## src/rtl/iva_pkg.sv

```systemverilog
// constants, types and helper functions of the interrupt vector assignment block
package iva_pkg;

	// ----------------------------------------------------------------
	// vector numbering
	// ----------------------------------------------------------------
	localparam logic [7:0] IVA_VEC_FPU = 8'h05;
	localparam logic [7:0] IVA_VEC_INST_PROT = 8'h06;
	localparam logic [7:0] IVA_VEC_DATA_PROT = 8'h07;
	localparam logic [7:0] IVA_VEC_DATA_ERR = 8'h08;
	localparam logic [7:0] IVA_VEC_EMU_TRAP = 8'h09;
	localparam logic [7:0] IVA_VEC_INST_BRK = 8'h0A;
	localparam logic [7:0] IVA_VEC_ILLEGAL = 8'h0E;
	localparam logic [7:0] IVA_VEC_NMI = 8'h0F;
	localparam logic [7:0] IVA_VEC_PERIPH_FIRST = 8'h10;
	localparam logic [7:0] IVA_VEC_SWI_FIRST = 8'h42;

	// ----------------------------------------------------------------
	// levels, offsets, sizes
	// ----------------------------------------------------------------
	localparam int IVA_NUM_PVEC = 48;
	localparam int IVA_NUM_SRC = 60;
	localparam logic [4:0] IVA_LVL_NMI = 5'h0F;
	localparam logic [4:0] IVA_LVL_NONE = 5'h00;
	localparam logic [4:0] IVA_LVL_MASKED = 5'h1F;
	localparam logic [9:0] IVA_OFS_TOP = 10'h3FC;
	// bit k set: peripheral vector 16+k carries a resource number
	localparam logic [47:0] IVA_RESNUM_MASK = 48'h3FF3FFC3FFFF;

	// ----------------------------------------------------------------
	// extra shared sources (index 0..47: primary source of each vector)
	// ----------------------------------------------------------------
	localparam int IVA_SRC_RLT45 = 48;
	localparam int IVA_SRC_RLT6 = 49;
	localparam int IVA_SRC_SER0_I2C = 50;
	localparam int IVA_SRC_SER1_I2C = 51;
	localparam int IVA_SRC_UDC0 = 52;
	localparam int IVA_SRC_UDC1 = 53;
	localparam int IVA_SRC_HSSP_RX = 54;
	localparam int IVA_SRC_HSSP_TX = 55;
	localparam int IVA_SRC_CAL_SUB = 56;
	localparam int IVA_SRC_CAL_CR = 57;
	localparam int IVA_SRC_XBS_SBE = 58;
	localparam int IVA_SRC_BAK_SBE = 59;

	// ----------------------------------------------------------------
	// state of the top module
	// ----------------------------------------------------------------
	typedef struct packed {
		logic valid;
		logic [7:0] vec;
		logic [4:0] lvl;
		logic [31:0] addr;
		logic resnum_valid;
		logic [5:0] resnum;
		logic [47:0] vec_req;
		logic [47:0] dma_req;
	} iva_state_t;

	localparam iva_state_t IVA_STATE_RST = '0;

	// ----------------------------------------------------------------
	// functions
	// ----------------------------------------------------------------
	// peripheral vector index that a source feeds
	function automatic logic [5:0] iva_src_vidx(input int i);
		logic [5:0] r;
		r = 6'(i);
		case (i)
			IVA_SRC_RLT45: r = 6'h02;
			IVA_SRC_RLT6: r = 6'h03;
			IVA_SRC_SER0_I2C: r = 6'h04;
			IVA_SRC_SER1_I2C: r = 6'h06;
			IVA_SRC_UDC0, IVA_SRC_UDC1: r = 6'h14;
			IVA_SRC_HSSP_RX: r = 6'h1D;
			IVA_SRC_HSSP_TX: r = 6'h1E;
			IVA_SRC_CAL_SUB: r = 6'h1F;
			IVA_SRC_CAL_CR: r = 6'h21;
			IVA_SRC_XBS_SBE, IVA_SRC_BAK_SBE: r = 6'h2D;
			default: r = 6'(i);
		endcase
		return r;
	endfunction

	// only primary sources of vectors with a resource number may ask for dma
	function automatic logic iva_src_dma(input int i);
		return (i < IVA_NUM_PVEC) ? IVA_RESNUM_MASK[i] : 1'b0;
	endfunction

	// table offset of vector n
	function automatic logic [9:0] iva_offset(input logic [7:0] n);
		return IVA_OFS_TOP - {n, 2'b00};
	endfunction

endpackage

```

## src/rtl/iva_vector_assign.sv

```systemverilog
// interrupt vector assignment: request merging, selection, address and dma routing
`timescale 1ns/1ps
`default_nettype none
module iva_vector_assign (
	input wire logic sys_clk_in,
	input wire logic rst_n_in,
	input wire logic [31:0] vector_table_base_in,
	input wire logic [47:0][4:0] level_control_in,
	input wire logic [59:0] src_req_in,
	input wire logic [59:0] src_enable_in,
	input wire logic fpu_exc_in,
	input wire logic inst_prot_in,
	input wire logic data_prot_in,
	input wire logic data_err_in,
	input wire logic emulator_trap_instruction_in,
	input wire logic inst_break_in,
	input wire logic illegal_inst_in,
	input wire logic user_mode_in,
	input wire logic sysreg_access_in,
	input wire logic nmi_req_in,
	input wire logic xbs_dbl_err_in,
	input wire logic bak_dbl_err_in,
	input wire logic swi_req_in,
	input wire logic [7:0] swi_num_in,
	output logic irq_valid_out,
	output logic [7:0] irq_vector_out,
	output logic [4:0] irq_level_out,
	output logic [31:0] irq_addr_out,
	output logic irq_resnum_valid_out,
	output logic [5:0] dma_resource_number_out,
	output logic [47:0] vec_req_out,
	output logic [47:0] dma_req_out
);
	import iva_pkg::*;

	// ----------------------------------------------------------------
	// state
	// ----------------------------------------------------------------
	iva_state_t q;
	iva_state_t d;

	logic [47:0] vec_req_c;
	logic [47:0] dma_req_c;
	logic pick_found;
	logic [5:0] pick_index;
	logic [4:0] pick_level;
	logic sysreg_fault;
	logic nmi_group;
	logic swi_ok;

	// ----------------------------------------------------------------
	// source merging onto shared vectors
	// ----------------------------------------------------------------
	always_comb begin
		vec_req_c = '0;
		dma_req_c = '0;
		for (int i = 0; i < IVA_NUM_SRC; i++) begin
			if (src_req_in[i] && src_enable_in[i]) begin
				vec_req_c[iva_src_vidx(i)] = 1'b1;
				if (iva_src_dma(i)) begin
					dma_req_c[iva_src_vidx(i)] = 1'b1;
				end
			end
		end
	end

	// ----------------------------------------------------------------
	// peripheral arbitration
	// ----------------------------------------------------------------
	iva_level_select u_level_select (
		.req_in(vec_req_c),
		.level_in(level_control_in),
		.found_out(pick_found),
		.index_out(pick_index),
		.level_out(pick_level)
	);

	// ----------------------------------------------------------------
	// exception conditions
	// ----------------------------------------------------------------
	assign sysreg_fault = user_mode_in && sysreg_access_in;
	assign nmi_group = nmi_req_in || xbs_dbl_err_in || bak_dbl_err_in;
	assign swi_ok = swi_req_in && (swi_num_in >= IVA_VEC_SWI_FIRST);

	// ----------------------------------------------------------------
	// next state
	// ----------------------------------------------------------------
	always_comb begin
		d = IVA_STATE_RST;
		d.vec_req = vec_req_c;
		d.dma_req = dma_req_c;
		d.valid = 1'b1;
		d.lvl = IVA_LVL_NONE;
		d.resnum_valid = 1'b0;
		d.resnum = 6'h00;
		if (fpu_exc_in) begin
			d.vec = IVA_VEC_FPU;
		end else if (inst_prot_in) begin
			d.vec = IVA_VEC_INST_PROT;
		end else if (data_prot_in) begin
			d.vec = IVA_VEC_DATA_PROT;
		end else if (data_err_in) begin
			d.vec = IVA_VEC_DATA_ERR;
		end else if (emulator_trap_instruction_in) begin
			d.vec = IVA_VEC_EMU_TRAP;
		end else if (inst_break_in) begin
			d.vec = IVA_VEC_INST_BRK;
		end else if (illegal_inst_in || sysreg_fault) begin
			d.vec = IVA_VEC_ILLEGAL;
		end else if (nmi_group) begin
			d.vec = IVA_VEC_NMI;
			d.lvl = IVA_LVL_NMI;
		end else if (pick_found) begin
			d.vec = IVA_VEC_PERIPH_FIRST + {2'b00, pick_index};
			d.lvl = pick_level;
			d.resnum_valid = IVA_RESNUM_MASK[pick_index];
			d.resnum = pick_index;
		end else if (swi_ok) begin
			d.vec = swi_num_in;
		end else begin
			d.valid = 1'b0;
			d.vec = 8'h00;
		end
		d.addr = vector_table_base_in + {22'h000000, iva_offset(d.vec)};
	end

	// ----------------------------------------------------------------
	// registers
	// ----------------------------------------------------------------
	always_ff @(posedge sys_clk_in) begin
		if (!rst_n_in) begin
			q <= IVA_STATE_RST;
		end else begin
			q <= d;
		end
	end

	// ----------------------------------------------------------------
	// outputs
	// ----------------------------------------------------------------
	assign irq_valid_out = q.valid;
	assign irq_vector_out = q.vec;
	assign irq_level_out = q.lvl;
	assign irq_addr_out = q.addr;
	assign irq_resnum_valid_out = q.resnum_valid;
	assign dma_resource_number_out = q.resnum;
	assign vec_req_out = q.vec_req;
	assign dma_req_out = q.dma_req;

endmodule // iva_vector_assign
`default_nettype wire

```

## src/rtl/iva_level_select.sv

```systemverilog
// picks the pending peripheral vector with the most urgent level
`timescale 1ns/1ps
`default_nettype none
module iva_level_select (
	input wire logic [47:0] req_in,
	input wire logic [47:0][4:0] level_in,
	output logic found_out,
	output logic [5:0] index_out,
	output logic [4:0] level_out
);
	import iva_pkg::*;

	// ----------------------------------------------------------------
	// search: lower level value wins, ties go to the lower vector
	// ----------------------------------------------------------------
	always_comb begin
		found_out = 1'b0;
		index_out = 6'h00;
		level_out = IVA_LVL_MASKED;
		for (int i = 0; i < IVA_NUM_PVEC; i++) begin
			if (req_in[i] && level_in[i] != IVA_LVL_MASKED &&
					(!found_out || level_in[i] < level_out)) begin
				found_out = 1'b1;
				index_out = 6'(i);
				level_out = level_in[i];
			end
		end
	end

endmodule // iva_level_select
`default_nettype wire

```

## config.mk

```make
export PLATFORM = sky130hd
export DESIGN_NAME = iva_vector_assign
export DESIGN_NICKNAME = d
export VERILOG_FILES = /design/src/rtl/iva_pkg.sv /design/src/rtl/iva_vector_assign.sv /design/src/rtl/iva_level_select.sv
export SDC_FILE = /design/constraint.sdc
export NUM_CORES = 1
export LEC_CHECK = 0
export BUFFER_PORTS_ARGS = -buffer_cell sky130_fd_sc_hd__buf_2
export CORE_AREA = 4 4 217 219
export DETAILED_ROUTE_END_ITERATION = 12
export DIE_AREA = 0 0 221 223
export PLACE_DENSITY = 0.66
export SYNTH_ARGS = -nofsm -noshare
export SYNTH_HDL_FRONTEND = slang
export SYNTH_SLANG_ARGS = --single-unit
```

## constraint.sdc

```tcl
create_clock -name sys_clk_in -period 121.8 [get_ports sys_clk_in]
set_clock_uncertainty 0.15 [all_clocks]
set_input_delay 12.18 -clock sys_clk_in [delete_from_list [all_inputs] [get_ports sys_clk_in]]
set_output_delay 12.18 -clock sys_clk_in [all_outputs]
set_load 0.02 [all_outputs]
```

==> results.py, run 1 <==
metrics = {
    "run_status": {
        "status": "finished, final reports clean",
    },
    "floorplanning": {
        "die-width_um": 221,
        "die_area_sq_um": 49300,
        "ios": 564,
        "die_height_um": 223,
        "start_util": 0.408,
        "core-area_sq_um": 45100,
        "rows": 78,
    },
    "yosys": {
        "synth_edf_count": 0,
        "netlist.area_leader.share": 0.120,
        "syn_area_sq_um": 18400,
        "synthMuxAreaShare": 0.0468,
        "synthAdderAreaFrac": 0.0849,
        "yosysTopAreaCell": "dfxtp_1",
        "synth_top_family_by_area": "compound AO/OA/AOI/OAI gates",
        "synth-compound-area-share": 0.360,
        "seq_area_frac_synth": 0.120,
        "ys.flop_type": "dfxtp_1",
        "async_flop_share": 0,
        "synth-seq-cells": 110,
        "synth_simple_gate_area_frac": 0.298,
        "synth_cell_type_count": 157,
        "ys_warn_count": 0,
        "syn_area_per_cell_sq_um": 7.16,
        "synth-xor-area-share": 0.0243,
        "netlist_top_cells_area": "dfxtp_1, ha_1, nand2_1",
        "syn_inst": 2568,
    },
    "detailed_routing": {
        "num_vias": 22500,
        "viasPerCell": 6.15,
        "drc_errors": 0,
        "wl_met3_um": 6000,
        "routed.top_layer": "met5",
        "wl_per_cell_um": 20.8,
        "antenna_left": 0,
        "wl_met2_um": 36300,
        "dr.pass1.iters": 6,
        "drt_wl_total_um": 76100,
        "wl_met1_um": 30600,
        "drt-initial-drc-count": 1968,
    },
    "sta": {
        "setup_viol": 0,
        "worstMarginPinSlew_ps": 965,
        "fmax_ghz": 0.0102,
        "hold_viol": 0,
        "rsz0062_at_grt": "no",
        "slew_headroom": 0.357,
        "period_minus_slack_ps": 97660,
        "tns_ps": 0,
        "fin_crit_sh": 0.802,
        "drv_slew": 0,
    },
    "setup_path": {
        "crit_fanout": 13,
        "crit_required_ps": 121920,
        "crit_top_cell": "ha_1",
        "crit_slowest_cell": "o31ai_4",
        "worstPathArrival_ps": 97770,
        "path_class": "in2reg",
        "worstSetupStartpointType": "input port",
        "worstSetupEndpointType": "flop",
        "crit_path_max_incr_delay_ps": 660,
    },
    "clock_network": {
        "cts_setup_buffers": 0,
        "clockBufferDepth": 2,
        "root_buffer": "clkbuf_16",
        "clk_pin_slew_ps": 90,
        "numClockSinks": 110,
        "h-tree-depth": 3,
        "tritoncts": "built",
        "cts.repair.resized": 0,
        "hold_buffers": 0,
        "numCtsBuffers": 9,
    },
    "placement": {
        "gp_congestion": 1.06,
        "hpwl_um": 64000,
        "portBuffers": 555,
    },
    "global_route": {
        "grt_max_degree": 65,
        "track_usage": 0.290,
        "grt_pass1_wl_um": 118000,
        "first_global_vias": 21700,
        "antenna_found_initial": 13,
        "grt-ovfl-total": 0,
    },
    "final_layout": {
        "drive_gt1_frac": 0.256,
        "fin_nets": 3584,
        "fillCellCount": 4603,
        "area_growth_syn_to_layout_pct": 17.7,
    },
    "flow_run": {
        "cap_violations": 0,
    },
    "min_path": {
        "hp-class": "in2reg",
    },
}
==> metrics by stage <==
stage	utilization	worst slack (ps)	cells	area [sq um]	hold slack, ps
global route	0.480	16680	3665	21600	11820
detailed placement	0.473	25080	3646	21300	12240
finish	0.480	24140	3668	21600	11830
CTS	0.479	25290	3662	21600	11790
global placement	0.473	27490	3646	21300	12250
floorplan	-	35850	2575	18400	12160
==> area by class of cell <==
class                   instances  area (sq um)  area share
well taps                     600           751      0.0347
clock buffers                  10           229      0.0106
repair buffers                559          2810       0.130
inverters                     154           579      0.0268
diodes                          6          15.0    0.000694
multi-input cells            2223         15000       0.693
flip-flops and latches        110          2200       0.102
clock inverters                 6          58.8     0.00272
==> state kept, by name, summed over array words and instances, names as in the netlist <==
name                     cells
irq_valid_out                1
irq_resnum_valid_out         1
irq_vector_out               8
irq_level_out                5
irq_addr_out                32
dma_req_out                  9
dma_resource_number_out      6
vec_req_out                 48
==> cell usage in the layout, fill, tap and decap left out, types with 20 or more instances in the layout <==
cell and count:
nand2_1 285, nor2_1 269, a31oi_1 45, nand2b_1 27, o21ai_1 33, or2_2 33, ha_1 111, nor3_1 67
a211o_1 22, a21o_1 35, mux2_2 26, or3_1 32, buf_2 555, and2_1 39, o22ai_1 20, mux2i_1 38
nor2b_1 23, xnor2_1 24, xor2_1 27, o21a_1 32, a21oi_1 146, and3_1 75, o21ai_0 133, dfxtp_1 110
nand4_1 39, nand3_1 78, a211oi_1 28, o211ai_1 48, inv_1 152
==> kinds of logic (layout without fill, tap and decap cells) <==
| logic type | after synthesis | count (layout) |
|---|---|---|
| AOI/OAI and AO/OA | 874 | 874 |
| xor gates and xnor gates | 51 | 51 |
| adders and majority gates | 127 | 127 |
| buffers and inverters | 242 | 729 |
| DFF | 110 | 110 |
| muxes | 78 | 78 |
| other | 1 | 14 |
| and+or+nand+nor | 1085 | 1085 |
==> worst paths after layout <==
| kind | from | endpoint | slack (ps) | cells after the start |
|---|---|---|---|---|
| setup / recovery | src_req_in[0] | irq_addr_out[31] | 24140 | 392 |
| hold / removal | vector_table_base_in[0] | irq_addr_out[0] | 11830 | 2 |
==> critical path, delay by kind of cell <==
family,cells,cell delay (ps)
AO/OA/AOI/OAI,177,41440
XOR/XNOR,1,200
adder cells (fa/ha/maj),51,15080
buffers and inverters,30,2100
multiplexers,14,4070
AND/OR/NAND/NOR,119,22500
==> Yosys cell counts, types with 26 or more instances <==
master and instances:
o21ai_1 33, o211ai_1 48, a31oi_1 45, a21o_1 35, nand4_1 39, mux2_2 26, or2_2 33, o21a_1 32
xor2_1 27, o21ai_0 133, buf_4 49, mux2i_1 38, nand2_1 285, nor3_1 67, nor2_1 269, and3_1 75
ha_1 111, nand2b_1 27, nand3_1 78, dfxtp_1 110, a211oi_1 28, and2_1 39, inv_1 153, or3_1 32
a21oi_1 146
==> metal layers <==
metal,GRT usage,vias to the layer above
met4,0.124,12
met5,0,-
met2,0.503,1064
met1,0.352,10600
li1,-,10700
met3,0.0530,166
Power of run 1 is left out: the tool's default activity adds up to more than one toggle a clock period on the data nets, which glitch-free logic cannot reach.
==> run 2: changes to the inputs <==
--- a/config.mk
+++ b/config.mk
@@ -6,10 +6,9 @@
 export NUM_CORES = 1
 export LEC_CHECK = 0
 export BUFFER_PORTS_ARGS = -buffer_cell sky130_fd_sc_hd__buf_2
-export CORE_AREA = 4 4 217 219
+export CORE_AREA = 4 4 219 221
 export DETAILED_ROUTE_END_ITERATION = 12
-export DIE_AREA = 0 0 221 223
-export PLACE_DENSITY = 0.66
+export DIE_AREA = 0 0 223 225
 export SYNTH_ARGS = -nofsm -noshare
 export SYNTH_HDL_FRONTEND = slang
 export SYNTH_SLANG_ARGS = --single-unit
==> constraint.sdc (replaced) <==
create_clock -name sys_clk_in -period 102.1 [get_ports sys_clk_in]
set_clock_uncertainty 0.15 [all_clocks]
set_input_delay 10.21 -clock sys_clk_in [delete_from_list [all_inputs] [get_ports sys_clk_in]]
set_output_delay 10.21 -clock sys_clk_in [all_outputs]
set_load 0.02 [all_outputs]
==> results.py, run 2 (synthesized netlist as in run 1, its figures left out) <==
metrics = {
    "clock_network": {
        "tritoncts": "built",
        "clk_pin_slew_ps": 100,
        "clockBufferDepth": 2,
        "h-tree-depth": 3,
        "hold_buffers": 0,
        "root_buffer": "clkbuf_16",
        "numCtsBuffers": 9,
        "numClockSinks": 110,
    },
    "placement": {
        "hpwl_um": 64400,
        "portBuffers": 555,
        "gp_congestion": 0.988,
        "placed_area_sq_um": 21300,
        "pre_cts_slack_ps": 6160,
    },
    "sta": {
        "slew_headroom": 0.406,
        "drv_slew": 0,
        "fin_crit_sh": 0.932,
        "fmax_ghz": 0.0105,
        "tns_ps": 0,
        "period_minus_slack_ps": 95200,
        "hold_slack_ps": 9860,
        "hold_viol": 0,
        "worstMarginPinSlew_ps": 885,
        "setup_viol": 0,
        "setup_ws_ps": 6900,
        "rsz0062_at_grt": "no",
    },
    "global_route": {
        "grtUsageMet3": 0.0451,
        "grt_max_degree": 51,
        "grt-ovfl-total": 0,
        "antenna_found_initial": 8,
        "use_met1": 0.350,
        "met2_usage": 0.504,
        "busiest_layer": "met2",
        "grt_pass1_wl_um": 117000,
        "track_usage": 0.285,
        "first_global_vias": 21500,
    },
    "detailed_routing": {
        "drt_wl_total_um": 76900,
        "drt-initial-drc-count": 1694,
        "antenna_left": 0,
        "viasPerCell": 6.10,
        "wl_per_cell_um": 20.9,
        "num_vias": 22400,
        "drc_errors": 0,
        "dr.pass1.iters": 7,
    },
    "setup_path": {
        "crit_end": "irq_addr_out[31]",
        "critPathLaunch": "src_req_in[0]",
        "crit_slowest_cell": "a2111oi_1",
        "worstSetupEndpointType": "flop",
        "worstPathArrival_ps": 95330,
        "crit_path_max_incr_delay_ps": 550,
        "path_class": "in2reg",
        "crit_top_cell": "ha_1",
        "crit_fanout": 12,
        "worstSetupStartpointType": "input port",
        "crit_required_ps": 102230,
    },
    "flow_run": {
        "cap_violations": 0,
    },
    "final_layout": {
        "fin_area_sq_um": 21700,
        "largest_register_ffs": 48,
        "most-common-layout-cells": "buf_2, nand2_1, nor2_1",
        "area_growth_syn_to_layout_pct": 18.1,
        "drive_gt1_frac": 0.259,
        "final_common_cell": "buf_2",
        "fin_nets": 3587,
    },
    "floorplanning": {
        "core-area_sq_um": 46200,
        "rows": 79,
        "ios": 564,
        "die-width_um": 223,
        "die_height_um": 225,
        "die_area_sq_um": 50200,
        "start_util": 0.398,
    },
    "run_status": {
        "status": "finished, final reports clean",
    },
    "min_path": {
        "hp-class": "in2reg",
    },
}
==> run 2: worst min-delay path by stage <==
stage	from	end	slack, ps	cells past startpoint
floorplan	vector_table_base_in[0]	irq_addr_out[0]	10190	1
global placement	vector_table_base_in[1]	irq_addr_out[1]	10280	2
detailed placement	vector_table_base_in[1]	irq_addr_out[1]	10280	2
CTS	vector_table_base_in[1]	irq_addr_out[1]	9840	2
global route	vector_table_base_in[0]	irq_addr_out[0]	9850	2
finish	vector_table_base_in[0]	irq_addr_out[0]	9860	2
==> run 2: layer usage <==
metal / share of wire / vias up
met4: 0.034 / 4
met5: 0.00035 / -
met3: 0.067 / 138
met1: 0.41 / 10600
li1: - / 10700
met2: 0.49 / 959
==> run 2: repair_timing <==
action / CTS / global route
buffers inserted: 0 / 4
endpoints found under the setup margin: 0 / 23
gates resized for setup: 0 / 7
==> run 2: layout make-up <==
class	count	area, sq um
Clock buffer	11	253
Sequential cell	110	2200
Clock inverter	5	41.3
Multi-Input combinational cell	2223	15000
Inverter	154	579
Tap cell	607	759
Antenna cell	8	20.0
Timing Repair Buffer	562	2830
Fill cell	4717	24500
==> run 2: stage by stage <==
| step | utilization | instances |
|---|---|---|
| 2_1_floorplan | - | 2575 |
| 3_3_place_gp | 0.462 | 3652 |
| 3_5_place_dp | 0.462 | 3652 |
| 4_1_cts | 0.468 | 3668 |
| 5_1_grt | 0.470 | 3678 |
| 6_report | 0.470 | 3680 |
==> run 2: critical path, delay by kind of cell <==
family / cells / cell delay (ps)
adder cells (fa/ha/maj): 50 / 15090
XOR/XNOR: 1 / 260
buffers and inverters: 32 / 2280
AND/OR/NAND/NOR: 117 / 21530
AO/OA/AOI/OAI: 182 / 41880
multiplexers: 14 / 3950
Power of run 2 is left out for the same reason.
